===== src/verilog/pcr_cfg.svh =====
// Purpose: Constants for the parallel configuration loader.
// Assumes: 20 MHz system clock, AXI4-Lite register access.
// Notes: Offsets are byte addresses of 32-bit registers.
`ifndef PCR_CFG_SVH
`define PCR_CFG_SVH

`define PCR_ADDR_W        8
`define PCR_OFF_CTRL      8'h00
`define PCR_OFF_STATUS    8'h04
`define PCR_OFF_WORDS     8'h08
`define PCR_OFF_DATA      8'h0c
`define PCR_OFF_PERIOD    8'h10
`define PCR_CTRL_W_LO     0
`define PCR_CTRL_DECOMP   2
`define PCR_CTRL_SECURE   3
`define PCR_CTRL_USRCLK   4
`define PCR_CTRL_RST      5'h00
`define PCR_SWITCH_PERIODS 4
`define PCR_USER_PERIODS  8576
`define PCR_PERIOD_W      16
`define PCR_CNT_W         24
`define PCR_RESP_OKAY     2'h0
`define PCR_RESP_SLVERR   2'h2

`endif


===== src/verilog/pcr_pkg.sv =====
// Purpose: Types shared by the parallel configuration loader.
// Assumes: Constants come from pcr_cfg.svh.
// Notes: Types only.
package pcr_pkg;
	// Data bus width choice
	typedef enum logic [1:0] {
		PCR_W8  = 2'h0,
		PCR_W16 = 2'h1,
		PCR_W32 = 2'h2
	} pcr_width_e;

	// Load settings written by software
	typedef struct packed {
		logic       user_clk_on;
		logic       secure;
		logic       decomp;
		pcr_width_e width;
	} pcr_ctrl_s;

	// Initialisation sequence states
	typedef enum logic [3:0] {
		PCR_LOAD   = 4'b0001,
		PCR_SWITCH = 4'b0010,
		PCR_INIT   = 4'b0100,
		PCR_USER   = 4'b1000
	} pcr_phase_e;
endpackage


===== src/verilog/pcr_sync.sv =====
// Purpose: Two-flop synchroniser with edge detect on the stable side.
// Assumes: One clock; input from another domain.
// Notes: Stage one feeds only stage two.
`timescale 1ns/100ps
module pcr_sync #(
	parameter int W = 1
) (
	input  wire logic         aclk,
	input  wire logic         aresetn,
	input  wire logic [W-1:0] async_in,
	output logic      [W-1:0] sync_out,
	output logic      [W-1:0] rise
);
	// All state in one struct
	typedef struct packed {
		logic [W-1:0] s1;
		logic [W-1:0] s2;
		logic [W-1:0] s3;
	} pcr_sync_s;

	pcr_sync_s q, d;

	// Shift chain; s3 only serves edge detect
	always_comb begin
		d    = q;
		d.s1 = async_in;
		d.s2 = q.s1;
		d.s3 = q.s2;
	end

	// Register
	always_ff @(posedge aclk) begin
		if (!aresetn) begin
			q <= '0;
		end else begin
			q <= d;
		end
	end

	assign sync_out = q.s2;
	assign rise     = q.s2 & ~q.s3;
endmodule


===== src/verilog/pcr_ratio.sv =====
// Purpose: Clock-to-data ratio lookup for the parallel load.
// Assumes: Settings are stable during a load.
// Notes: Pure combinational table.
`timescale 1ns/100ps
module pcr_ratio (
	input  wire pcr_pkg::pcr_ctrl_s ctrl,
	output logic [3:0]              ratio
);
	// Ratio per width, decompression and security
	function automatic logic [3:0] pcr_lookup(input pcr_pkg::pcr_ctrl_s c);
		logic [3:0] r;
		r = 4'h1;
		unique case (c.width)
			pcr_pkg::PCR_W8: begin
				r = c.decomp ? 4'h2 : 4'h1; // RULE4
			end
			pcr_pkg::PCR_W16: begin
				r = c.decomp ? 4'h4 : (c.secure ? 4'h2 : 4'h1); // RULE3
			end
			pcr_pkg::PCR_W32: begin
				r = c.decomp ? 4'h8 : (c.secure ? 4'h4 : 4'h1); // RULE4
			end
			default: begin
				r = 4'h1; // Illegal width code treated as 1
			end
		endcase
		return r;
	endfunction

	assign ratio = pcr_lookup(ctrl);
endmodule


===== src/verilog/pcr_loader.sv =====
// Purpose: Receiving side of a fast parallel configuration load.
// Assumes: Host drives config_load_clock and data; user_init_clock is a pin.
// Notes: Registers reached over AXI4-Lite; all outputs are registered.
//
// Decided for this implementation: the register addresses and the AXI4-Lite interface to the registers.
`timescale 1ns/100ps
`include "pcr_cfg.svh"

// Notes on behaviour
// RULE1 - Host clocks r times the word rate
// RULE2 - Extra clock cycles serve decrypt and decompress
// RULE3 - Sixteen bit: ratio 1, 2 or 4
// RULE4 - Eight bit 1/2; thirty-two bit 1/4/8
// RULE5 - Switch clock after four longest load periods
// RULE6 - User mode after switch plus 8576 user periods
// RULE7 - Sample one word per r clocks
module pcr_loader (
	input  wire logic                    aclk,
	input  wire logic                    aresetn,
	input  wire logic [`PCR_ADDR_W-1:0]  s_axi_awaddr,
	input  wire logic                    s_axi_awvalid,
	output logic                         s_axi_awready,
	input  wire logic [31:0]             s_axi_wdata,
	input  wire logic [3:0]              s_axi_wstrb,
	input  wire logic                    s_axi_wvalid,
	output logic                         s_axi_wready,
	output logic [1:0]                   s_axi_bresp,
	output logic                         s_axi_bvalid,
	input  wire logic                    s_axi_bready,
	input  wire logic [`PCR_ADDR_W-1:0]  s_axi_araddr,
	input  wire logic                    s_axi_arvalid,
	output logic                         s_axi_arready,
	output logic [31:0]                  s_axi_rdata,
	output logic [1:0]                   s_axi_rresp,
	output logic                         s_axi_rvalid,
	input  wire logic                    s_axi_rready,
	input  wire logic                    config_load_clock,
	input  wire logic [31:0]             config_data,
	input  wire logic                    load_complete_flag,
	input  wire logic                    user_init_clock,
	output logic [31:0]                  word_data,
	output logic                         word_valid,
	output logic                         work_cycle,
	output logic                         init_clock_sel,
	output logic                         user_mode
);
	// All module state
	typedef struct packed {
		logic                      awready;
		logic                      wready;
		logic                      aw_got;
		logic                      w_got;
		logic [`PCR_ADDR_W-1:0]    awaddr;
		logic [31:0]               wdata;
		logic [3:0]                wstrb;
		logic                      bvalid;
		logic [1:0]                bresp;
		logic                      arready;
		logic                      rvalid;
		logic [31:0]               rdata;
		logic [1:0]                rresp;
		pcr_pkg::pcr_ctrl_s        ctrl;
		logic [3:0]                phase_cnt;
		logic [31:0]               word_data;
		logic                      word_valid;
		logic                      work_cycle;
		logic [31:0]               words;
		logic [`PCR_PERIOD_W-1:0]  per_cnt;
		logic [`PCR_PERIOD_W-1:0]  per_max;
		logic [`PCR_CNT_W-1:0]     wait_cnt;
		pcr_pkg::pcr_phase_e       phase;
		logic                      clk_sel;
		logic                      user_mode;
	} pcr_state_s;

	pcr_state_s q, d;

	logic                         lclk_lvl;   // Synchronised load clock
	logic                         lclk_rise;  // One-cycle load clock edge
	logic [31:0]                  data_s;     // Synchronised data lines
	logic                         done_lvl;   // Synchronised done flag
	logic                         done_rise;  // Done flag edge
	logic                         uclk_rise;  // User clock edge
	logic [3:0]                   ratio;      // Clocks per data word
	logic                         aw_fire;
	logic                         w_fire;
	logic                         ar_fire;
	logic [`PCR_PERIOD_W+1:0]     switch_need; // Two spare bits: four periods never wrap

	// Pins cross into aclk through two flops each
	pcr_sync #(.W(1)) u_lclk_sync (
		.aclk     (aclk),
		.aresetn  (aresetn),
		.async_in (config_load_clock),
		.sync_out (lclk_lvl),
		.rise     (lclk_rise)
	);

	// Data lines; a stable word is assumed around the clock edge
	pcr_sync #(.W(32)) u_data_sync (
		.aclk     (aclk),
		.aresetn  (aresetn),
		.async_in (config_data),
		.sync_out (data_s),
		.rise     ()
	);

	pcr_sync #(.W(1)) u_done_sync (
		.aclk     (aclk),
		.aresetn  (aresetn),
		.async_in (load_complete_flag),
		.sync_out (done_lvl),
		.rise     (done_rise)
	);

	pcr_sync #(.W(1)) u_uclk_sync (
		.aclk     (aclk),
		.aresetn  (aresetn),
		.async_in (user_init_clock),
		.sync_out (),
		.rise     (uclk_rise)
	);

	// Ratio from software settings
	pcr_ratio u_ratio (
		.ctrl  (q.ctrl),
		.ratio (ratio)
	);

	assign aw_fire     = s_axi_awvalid & q.awready;
	assign w_fire      = s_axi_wvalid & q.wready;
	assign ar_fire     = s_axi_arvalid & q.arready;
	// Four longest periods in aclk cycles; widened so a saturated period still waits long
	assign switch_need = (`PCR_PERIOD_W+2)'(q.per_max)
			   * (`PCR_PERIOD_W+2)'(`PCR_SWITCH_PERIODS); // RULE5

	// Read mux, decoded once
	function automatic logic [32:0] pcr_read(input logic [`PCR_ADDR_W-1:0] a,
						 input pcr_state_s s);
		logic [32:0] r;
		r = {1'b1, 32'h0000_0000};
		unique case (a)
			`PCR_OFF_CTRL:   r = {1'b0, 27'h0, s.ctrl};
			`PCR_OFF_STATUS: r = {1'b0, 24'h0, s.phase, 1'b0, s.user_mode,
					      s.clk_sel, done_lvl};
			`PCR_OFF_WORDS:  r = {1'b0, s.words};
			`PCR_OFF_DATA:   r = {1'b0, s.word_data};
			`PCR_OFF_PERIOD: r = {1'b0, 16'h0, s.per_max};
			default:         r = {1'b1, 32'h0000_0000}; // Unmapped: error
		endcase
		return r;
	endfunction

	// Next state
	always_comb begin
		logic [32:0] rd;
		rd = 33'h0;
		d  = q;
		d.word_valid = 1'b0;
		d.work_cycle = 1'b0;

		// Write address and data accepted in either order
		if (aw_fire) begin
			d.awready = 1'b0;
			d.aw_got  = 1'b1;
			d.awaddr  = s_axi_awaddr;
		end
		if (w_fire) begin
			d.wready = 1'b0;
			d.w_got  = 1'b1;
			d.wdata  = s_axi_wdata;
			d.wstrb  = s_axi_wstrb;
		end
		// Both halves held: perform the write and answer
		if (q.aw_got && q.w_got && !q.bvalid) begin
			d.aw_got = 1'b0;
			d.w_got  = 1'b0;
			d.bvalid = 1'b1;
			d.bresp  = `PCR_RESP_OKAY;
			if (q.awaddr == `PCR_OFF_CTRL) begin
				if (q.wstrb[0]) begin
					d.ctrl = pcr_pkg::pcr_ctrl_s'(q.wdata[4:0]);
				end
			end else if (q.awaddr == `PCR_OFF_WORDS) begin
				d.words = 32'h0000_0000; // Any write clears the counter unless a word is sampled in the same cycle
			end else begin
				d.bresp = `PCR_RESP_SLVERR; // Read-only or unmapped
			end
		end
		if (q.bvalid && s_axi_bready) begin
			d.bvalid  = 1'b0;
			d.awready = 1'b1;
			d.wready  = 1'b1;
		end

		// Read: one at a time
		if (ar_fire) begin
			rd        = pcr_read(s_axi_araddr, q);
			d.arready = 1'b0;
			d.rvalid  = 1'b1;
			d.rdata   = rd[31:0];
			d.rresp   = rd[32] ? `PCR_RESP_SLVERR : `PCR_RESP_OKAY;
		end
		if (q.rvalid && s_axi_rready) begin
			d.rvalid  = 1'b0;
			d.arready = 1'b1;
		end

		// Measure the longest load clock period seen, in aclk cycles
		if (lclk_rise) begin
			d.per_cnt = `PCR_PERIOD_W'(1); // Edge cycle counts, so a period reads in full
			if (q.per_cnt > q.per_max) begin
				d.per_max = q.per_cnt;
			end
		end else if (q.per_cnt != '1 && q.phase == pcr_pkg::PCR_LOAD) begin
			d.per_cnt = q.per_cnt + 1'b1;
		end

		// Word framing on load clock edges
		unique case (q.phase)
			pcr_pkg::PCR_LOAD: begin
				if (lclk_rise) begin
					if (q.phase_cnt == 4'h0) begin
						d.word_data  = data_s; // RULE7
						d.word_valid = 1'b1;
						d.words      = q.words + 1'b1;
					end else begin
						d.work_cycle = 1'b1; // RULE2
					end
					// Host keeps r clocks per word
					if (q.phase_cnt + 4'h1 >= ratio) begin // RULE1
						d.phase_cnt = 4'h0;
					end else begin
						d.phase_cnt = q.phase_cnt + 4'h1; // RULE7
					end
				end
				if (done_rise) begin
					d.phase    = pcr_pkg::PCR_SWITCH;
					d.wait_cnt = '0;
				end
			end
			pcr_pkg::PCR_SWITCH: begin
				// Hold off the clock switch, counted in aclk cycles
				d.wait_cnt = q.wait_cnt + 1'b1;
				if (q.wait_cnt >= `PCR_CNT_W'(switch_need)) begin // RULE5
					d.wait_cnt = '0;
					if (q.ctrl.user_clk_on) begin
						d.clk_sel = 1'b1;
						d.phase   = pcr_pkg::PCR_INIT;
					end else begin
						d.phase     = pcr_pkg::PCR_USER;
						d.user_mode = 1'b1;
					end
				end
			end
			pcr_pkg::PCR_INIT: begin
				// Count user clock periods after the switch
				if (uclk_rise) begin
					d.wait_cnt = q.wait_cnt + 1'b1;
				end
				if (q.wait_cnt >= `PCR_CNT_W'(`PCR_USER_PERIODS)) begin // RULE6
					d.phase     = pcr_pkg::PCR_USER;
					d.user_mode = 1'b1;
				end
			end
			pcr_pkg::PCR_USER: begin
				// Done low restarts a new load
				if (!done_lvl) begin
					d.phase     = pcr_pkg::PCR_LOAD;
					d.user_mode = 1'b0;
					d.clk_sel   = 1'b0;
					d.phase_cnt = 4'h0;
					d.per_max   = '0;
				end
			end
			default: begin
				d.phase = pcr_pkg::PCR_LOAD;
			end
		endcase
	end

	// Register
	always_ff @(posedge aclk) begin
		if (!aresetn) begin
			q         <= '0;
			q.awready <= 1'b1;
			q.wready  <= 1'b1;
			q.arready <= 1'b1;
			q.ctrl    <= pcr_pkg::pcr_ctrl_s'(`PCR_CTRL_RST);
			q.phase   <= pcr_pkg::PCR_LOAD;
		end else begin
			q <= d;
		end
	end

	// Outputs straight from flops
	assign s_axi_awready  = q.awready;
	assign s_axi_wready   = q.wready;
	assign s_axi_bresp    = q.bresp;
	assign s_axi_bvalid   = q.bvalid;
	assign s_axi_arready  = q.arready;
	assign s_axi_rdata    = q.rdata;
	assign s_axi_rresp    = q.rresp;
	assign s_axi_rvalid   = q.rvalid;
	assign word_data      = q.word_data;
	assign word_valid     = q.word_valid;
	assign work_cycle     = q.work_cycle;
	assign init_clock_sel = q.clk_sel;
	assign user_mode      = q.user_mode;
endmodule


===== config.mk =====
export PLATFORM = sky130hd
export DESIGN_NAME = pcr_loader
export DESIGN_NICKNAME = d
export VERILOG_FILES = /design/src/verilog/pcr_pkg.sv /design/src/verilog/pcr_sync.sv /design/src/verilog/pcr_ratio.sv /design/src/verilog/pcr_loader.sv
export VERILOG_INCLUDE_DIRS = /design/src /design/src/verilog
export SDC_FILE = /design/constraint.sdc
export NUM_CORES = 1
export LEC_CHECK = 0
export BUFFER_PORTS_ARGS = -buffer_cell sky130_fd_sc_hd__buf_4
export CAP_MARGIN = 20
export CORE_MARGIN = 4
export CORE_UTILIZATION = 50
export CTS_CLUSTER_DIAMETER = 150
export DETAILED_ROUTE_END_ITERATION = 8
export GPL_TIMING_DRIVEN = 1
export MAX_ROUTING_LAYER = met4
export PLACE_DENSITY_LB_ADDON = 0.08
export SLEW_MARGIN = 20
export SYNTH_ARGS = -nofsm -noshare
export SYNTH_HDL_FRONTEND = slang
export SYNTH_HIERARCHICAL = 1
export SYNTH_SLANG_ARGS = --single-unit
export TNS_END_PERCENT = 10

===== constraint.sdc =====
create_clock -name aclk -period 3.2 [get_ports aclk]
set_input_delay 0.64 -clock aclk [delete_from_list [all_inputs] [get_ports aclk]]
set_output_delay 0.64 -clock aclk [all_outputs]
set_load 0.1 [all_outputs]

=== Word-level counts from Yosys, hierarchy flattened ===
Cells that the tools add are included.

* Add/subtract/negate cells: 4
* $lt $le $gt $ge: 4
* Equality and inequality tests: 20
* Mux-type cells: 41
* Bitwise gates (word level): 10
* Reductions and logical operators: 27

{| class="wikitable"
|+ Operator list
! operator !! number
|-
| 33-bit one-hot mux with 5 select lines || 1
|-
| 32-bit 2-to-1 mux || 5
|-
| 24-bit one-hot mux with 3 select lines || 1
|-
| 70-bit 2-to-1 mux || 1
|-
| 33-bit 2-to-1 mux || 2
|-
| 16-bit 2-to-1 mux || 4
|-
| 32-bit by 1-bit adder with 32-bit output, second input constant || 1
|-
| 30-bit 2-to-1 mux || 1
|-
| 28-bit 2-to-1 mux || 1
|-
| 24-bit by 1-bit adder with 24-bit output, second input constant || 1
|-
| 8-bit by 4-bit == test with 1-bit output, second input constant || 3
|-
| 24-bit by 14-bit greater-or-equal comparator with 1-bit output, second input constant || 1
|-
| 24-bit by 18-bit greater-or-equal comparator with 1-bit output || 1
|-
| 24-bit 2-to-1 mux || 1
|-
| 4-bit 2-to-1 mux || 6
|-
| 16-bit by 1-bit adder with 16-bit output, second input constant || 1
|-
| 16-bit > comparator || 1
|-
| 8-bit zero test || 2
|-
| 16-bit inequality test, second input constant || 1
|-
| 4-bit one-hot mux with 4 select lines || 1
|-
| 3-bit AND reduction || 5
|-
| 2-bit inequality test, second input constant || 7
|-
| 4-bit one-hot mux with 3 select lines || 1
|-
| 2-bit 2-to-1 mux || 5
|-
| 28 further kinds || 52
|}

* Flip-flop bits (word level): 267
* Output and inout bits: 77
* Word-level logic and storage cells: 146

=== Logic depth before layout (Yosys ltp) ===
Gate-level depths: netlist of the first run.

* Depth after elaboration: 7
* Gate-level depth with buffers: 10
* Mapped depth without buffers: 9

=== Modules after synthesis ===
The synthesis of the first run kept the hierarchy.

{| class="wikitable"
|+ By module, submodules not included
! module !! instances !! cells an instance !! area each (um^2) !! seq. area each (um^2)
|-
| pcr_loader || 1 || 1205 || 9781.9 || 3843.7
|-
| pcr_sync at u_data_sync || 1 || 266 || 3044.2 || 1921.8
|-
| pcr_sync at u_done_sync ... || 3 || 7 || 92.6 || 60.1
|-
| pcr_ratio || 1 || 10 || 75.1 || 0.0
|}

=== Worst setup path after synthesis of the first run ===
Ideal clock, no wire load.

* Path type: flip-flop to flip-flop
* Start: reg q[31] (netlist name)
* End: reg q[35] (netlist name)
* Library setup time: 0.072 ns
* Data arrival time: 2.357 ns
* Data required time: 3.128 ns
* Slack: 0.771 ns
* Stages on the path, launching flop included: 10
* Buffers on the path: 1
* Clock period less this slack: 2.429 ns
* Cells stage by stage: dfxtp_1 inv_1 ha_1 nor2b_1 o211ai_1 a2111oi_0 a21oi_1 a31oi_1 buf_2 mux2i_1

* Cells in the longest elaborated chain, start to end: 5

{| class="wikitable"
|+ Ends and longest elaborated chain
! what !! RTL line !! text
|-
| from (decl) || pcr_loader.sv:76 || <nowiki>pcr_state_s q, d;</nowiki>
|-
| 16-bit > comparator (*) || pcr_loader.sv:212 || <nowiki>if (q.per_cnt > q.per_max) begin</nowiki>
|-
| 16-bit 2-to-1 mux (*) || pcr_loader.sv:212 ||
|-
| 16-bit 2-to-1 mux (*) || pcr_loader.sv:210 || <nowiki>if (lclk_rise) begin</nowiki>
|-
| 16-bit 2-to-1 mux || pcr_loader.sv:268 || <nowiki>if (!done_lvl) begin</nowiki>
|-
| 16-bit 2-to-1 mux (*) || pcr_loader.sv:220 || <nowiki>unique case (q.phase)</nowiki>
|}

Mark *: on every way between the ends. The rest lies on a longest branch, timed or not.
A chain may end at the register's enable or synchronous reset.

=== Worst setup path after layout of the first run ===
* Start: reg q[43] (netlist name)
* End: reg q[14] (netlist name)

* Cells in the longest elaborated chain, start to end: 3

{| class="wikitable"
|+ Ends and longest elaborated chain
! what !! RTL line !! text
|-
| 24-bit by 18-bit greater-or-equal comparator with 1-bit output || pcr_loader.sv:245 || <nowiki>if (q.wait_cnt >= `PCR_CNT_W'(switch_need)) begin</nowiki>
|-
| 30-bit 2-to-1 mux || pcr_loader.sv:245 ||
|-
| 24-bit one-hot mux with 3 select lines || pcr_loader.sv:220 ||
|}

No other way between the ends. The select of a mux whose other input is x is not followed.

==> flow_summary.ini, run 1 <==
[floorplan]
start_util_pct = 51.2
io_pins = 171
dieArea_mm2 = 0.0268
die_w_um = 164
rows = 56
coreArea_mm2 = 0.0237
die_y_um = 164

[critical_path]
worstPathArrival_ns = 2.97
startpoint_type = flip-flop
endpoint_kind = flip-flop
required_ns = 3.62
worstPathMaxFanout = 17
r2r_slack_ns = 0.65
path_class = flip-flop to flip-flop

[clock_tree]
cts-resized-gates = 0
cts_tree = yes
cts_setup_buffers = 0
numCtsBuffers = 29
root_buffer = clkbuf_16
h-tree-depth = 1
numClockSinks = 265
cts_hold_buf = 0
clk_path_buf_depth = 3
insertion_delay_ns = 0.56
clk_pin_slew_ns = 0.06

[detailed_routing]
wl_per_cell_um = 16.3
drc = 0
wl_um = 29000
vias = 9506
dr.first_iter.drc_count = 727
ant_nets = 0
via_per_inst = 5.35
dr.pass1.iters = 5

[power_and_ir_drop]
powerDensity_mw_per_mm2 = 558
ir_drop_uv = 422
p_total_w = 0.00770
p_leak_nw = 5.35

[global_routing]
grt_pass1_wl_um = 46800
grt_max_degree = 69
first_global_vias = 8954
overflow = 0
track_usage_pct = 22.0
antenna_found_initial = 0

[place]
place.gp.congestion = 0.861
portBuffers = 138
hpwlAfterDp_um = 20700
dpl-instance-area_mm2 = 0.0127

[layout]
drive_gt1_share_pct = 16.7
fin_nets = 1572
fin_area_mm2 = 0.0138
seqCellArea_mm2 = 0.00531
nFillCells = 2212
area_growth_pct = 13.9
n_antenna_cell = 0
multi_input_area_mm2 = 0.00565

[timing]
setup_viol = 0
clock.fmax_mhz = 392
relSlewSlack_pct = 52.3
final_max_slew_viol_count = 0
finalClockSkew_ns = 0.0197
min_period_ns = 2.55
final.setup.tns_ns = 0
fin_crit_sh_pct = 79.7
rsz0062_at_grt = false
timing_hold_violations_final = 0
worstMarginPinSlew_ns = 0.715

[logic_synthesis]
ys_warn_count = 6
synth_area_mm2 = 0.0121
synthCells = 1404
syn_avg_cell_area_um2 = 8.63

[flow_run]
drv_cap = 0

[status]
status = complete, no violations

[hold_path]
hp-class = input pin to flip-flop
[layout make-up]
type                       count  area share (%)
multi-input combinational    934            40.9
sequential                   265            38.4
timing repair buffer         166            9.03
clock buffer                  36            5.74
tap                          319            2.89
clock inverter                18            1.89
inverter                      40            1.09
[worst paths after layout]
| check | start | cells after the start | end |
|---|---|---|---|
| worst min register to register | u_lclk_sync/d[1] | 1 | u_lclk_sync/sync_out |
| worst max-delay path | q[43] | 8 | q[14] |
| worst min-delay path | config_data[1] | 2 | u_data_sync/d[33] |
| worst max register to register | q[43] | 8 | q[14] |
[worst max-delay path, stage by stage, from the launching register on]
cell     delay (ns)
dfxtp_1        0.37
inv_1          0.08
ha_1           0.30
nand4_1        0.16
nor4_1         0.38
o21ai_0        0.21
and3_1         0.22
o31ai_4        0.59
nor2_1         0.11
[through the flow]
step | util (%) | setup WS (ns) | hold WS [ns] | instances
floorplan | - | 0.771 | 0.406 | 1405
finish | 58.3 | 0.648 | 0.285 | 1778
global placement | 53.8 | 0.269 | 0.411 | 1724
CTS | 58.3 | 0.577 | 0.269 | 1778
global route | 58.3 | 0.347 | 0.272 | 1778
detailed placement | 53.8 | 0.500 | 0.415 | 1724
[flip-flops by register name, summed over array words and instances, names as in the netlist, 32 cells and up]
name / cells
word_data: 32
s_axi_rdata: 32
q: 117
u_data_sync/sync_out: 32
u_data_sync/d: 32
[cell usage in the layout, fill, tap and decap left out, types with 10 or more instances in the layout]
master       n
a21o_1      10
a21oi_1    121
a22o_1      10
a22oi_1     19
and2_1      94
and3_1      15
buf_4      166
clkbuf_16   29
dfxtp_1    265
ha_1        42
inv_1       39
mux2i_1     26
nand2_1    202
nand3_1     47
nand4_1     22
nor2_1      68
nor3_1      15
o21ai_0     52
or3_1       29
xnor2_1     16
xor2_1      14
[per-layer routing]
layer  track usage [%]  routed length (um)
met1              31.0               13900
met4              5.03                 505
met5                 -                   0
met3              4.06                1820
met2              33.1               12700
[power breakdown]
| group | switching [W] | total (W) | internal [W] |
|---|---|---|---|
| logic | 0.000398 | 0.000621 | 0.000223 |
| clock network | 0.00137 | 0.00361 | 0.00225 |
| registers | 0.0000748 | 0.00346 | 0.00339 |
(Power assumes the default switching activity.)
==> run 2: changes to the inputs <==
--- a/config.mk
+++ b/config.mk
@@ -6,6 +6,7 @@
 export SDC_FILE = /design/constraint.sdc
 export NUM_CORES = 1
 export LEC_CHECK = 0
+export ABC_AREA = 1
 export BUFFER_PORTS_ARGS = -buffer_cell sky130_fd_sc_hd__buf_4
 export CAP_MARGIN = 20
 export CORE_MARGIN = 4
==> constraint.sdc (replaced) <==
create_clock -name aclk -period 2.35 [get_ports aclk]
set_input_delay 0.47 -clock aclk [delete_from_list [all_inputs] [get_ports aclk]]
set_output_delay 0.47 -clock aclk [all_outputs]
set_load 0.1 [all_outputs]
==> run 2 against run 1 <==
Net effect:
- power is 78% higher
- maximum frequency grew 24%
- sequential cell count unchanged
- sequential power up 47%
- cell count is 24% higher
- critical path type unchanged
==> flow_summary.ini, run 2 <==
[timing]
rsz0062_at_grt = false
clock.fmax_mhz = 487
worstMarginPinSlew_ns = 0.500
relSlewSlack_pct = 66.4
fin_crit_sh_pct = 87.3
min_period_ns = 2.05
setup_viol = 0
holdWs_ns = 0.0888
final_max_slew_viol_count = 0
final.setup.tns_ns = 0
finalClockSkew_ns = 0.00854
timing_hold_violations_final = 0

[floorplan]
rows = 58
coreArea_mm2 = 0.0253
die_y_um = 169
dieArea_mm2 = 0.0286
die_w_um = 169
io_pins = 171
start_util_pct = 51.2

[detailed_routing]
drc = 0
via_per_inst = 5.10
dr.first_iter.drc_count = 801
wl_per_cell_um = 15.2
vias = 11261
ant_nets = 0
wl_um = 33500
dr.pass1.iters = 5

[place]
dp.cells = 2162
place.gp.congestion = 0.953
portBuffers = 138
dpl-instance-area_mm2 = 0.0137
hpwlAfterDp_um = 24500

[layout]
layout_common_cells = nand2_1, dfxtp_1, inv_1
largest_reg_flops = 117
fin_area_mm2 = 0.0146
top_register = q
n_antenna_cell = 0
drive_gt1_share_pct = 14.4
area_growth_pct = 12.2
final_common_cell = nand2_1
nFillCells = 2466
stdcell_count = 2209
fin_nets = 1999

[clock_tree]
root_buffer = clkbuf_16
numCtsBuffers = 29
clk_path_buf_depth = 3
insertion_delay_ns = 0.56
h-tree-depth = 1
cts_tree = yes
cts_setup_buffers = 0
cts-resized-gates = 0
clk_pin_slew_ns = 0.06
numClockSinks = 265
cts_hold_buf = 0

[logic_synthesis]
ys_warn_count = 6
synth_area_mm2 = 0.0130
syn_avg_cell_area_um2 = 7.12
synthCells = 1821

[power_and_ir_drop]
p_leak_nw = 6.58
powerDensity_mw_per_mm2 = 941
p_total_w = 0.0137
ir_drop_uv = 1300

[critical_path]
r2r_slack_ns = 0.30
worstReg2RegStart = q[44]
reg2reg_depth = 9
endpoint_kind = flip-flop
timing.rr.end = q[34]
path_class = flip-flop to flip-flop
worstPathMaxFanout = 9
required_ns = 2.79
startpoint_type = flip-flop
worstPathArrival_ns = 2.50

[hold_path]
worstHoldStart = config_data[28]
whs_endpoint = u_data_sync/d[60]
min_path_cells = 3
hp-class = input pin to flip-flop

[global_routing]
antenna_found_initial = 0
grt_pass1_wl_um = 54100
grt_max_degree = 113
first_global_vias = 10565
track_usage_pct = 23.6
overflow = 0

[status]
status = complete, no violations

[flow_run]
drv_cap = 0
run 2: cell type report:
class                      count  area, um^2  area share, %
clock buffer                  41         831           5.71
clock inverter                 6        72.6          0.499
inverter                     279        1050           7.20
multi-input combinational   1121        5590           38.4
sequential                   265        5310           36.4
tap                          330         413           2.84
timing repair buffer         167        1290           8.87
run 2: worst max path at each step:
stage	startpoint	endpoint	slack, ns
2_1_floorplan	s_axi_bvalid	q[70]	0.37
3_3_place_gp	q[4]	q[87]	0.33
3_5_place_dp	q[44]	q[34]	0.30
4_1_cts	q[4]	q[91]	0.30
5_1_grt	q[43]	q[36]	0.10
6_report	q[44]	q[34]	0.30
run 2: through the flow:
step,setup slack (ns),util (%)
finish,0.297,57.5
global route,0.104,57.5
CTS,0.298,57.5
detailed placement,0.301,53.9
global placement,0.335,53.9
floorplan,0.368,-
run 2: worst max-delay path, stage by stage (launching register included):
cell     delay [ns]
dfxtp_1        0.33
inv_1          0.12
ha_1           0.32
nand4_1        0.15
nor3_1         0.33
nand2_1        0.09
nand2_1        0.13
nand2_1        0.20
o21ai_0        0.23
nor2_1         0.05
run 2: layer usage:
metal / share of wire (%) / wire length [um] / up-vias / track usage (%)
li1: - / - / 5810 / -
met1: 45 / 15100 / 5124 / 30.6
met2: 48 / 16000 / 269 / 39.9
met3: 4.9 / 1650 / 58 / 3.06
met4: 2.1 / 717 / 0 / 5.04
met5: 0 / 0 / - / -
run 2: power by group:
group	internal [W]	leakage (nW)	switching, W
registers	0.00485	2.16	0.000252
clock network	0.00255	0.443	0.00179
logic	0.00127	3.98	0.00299
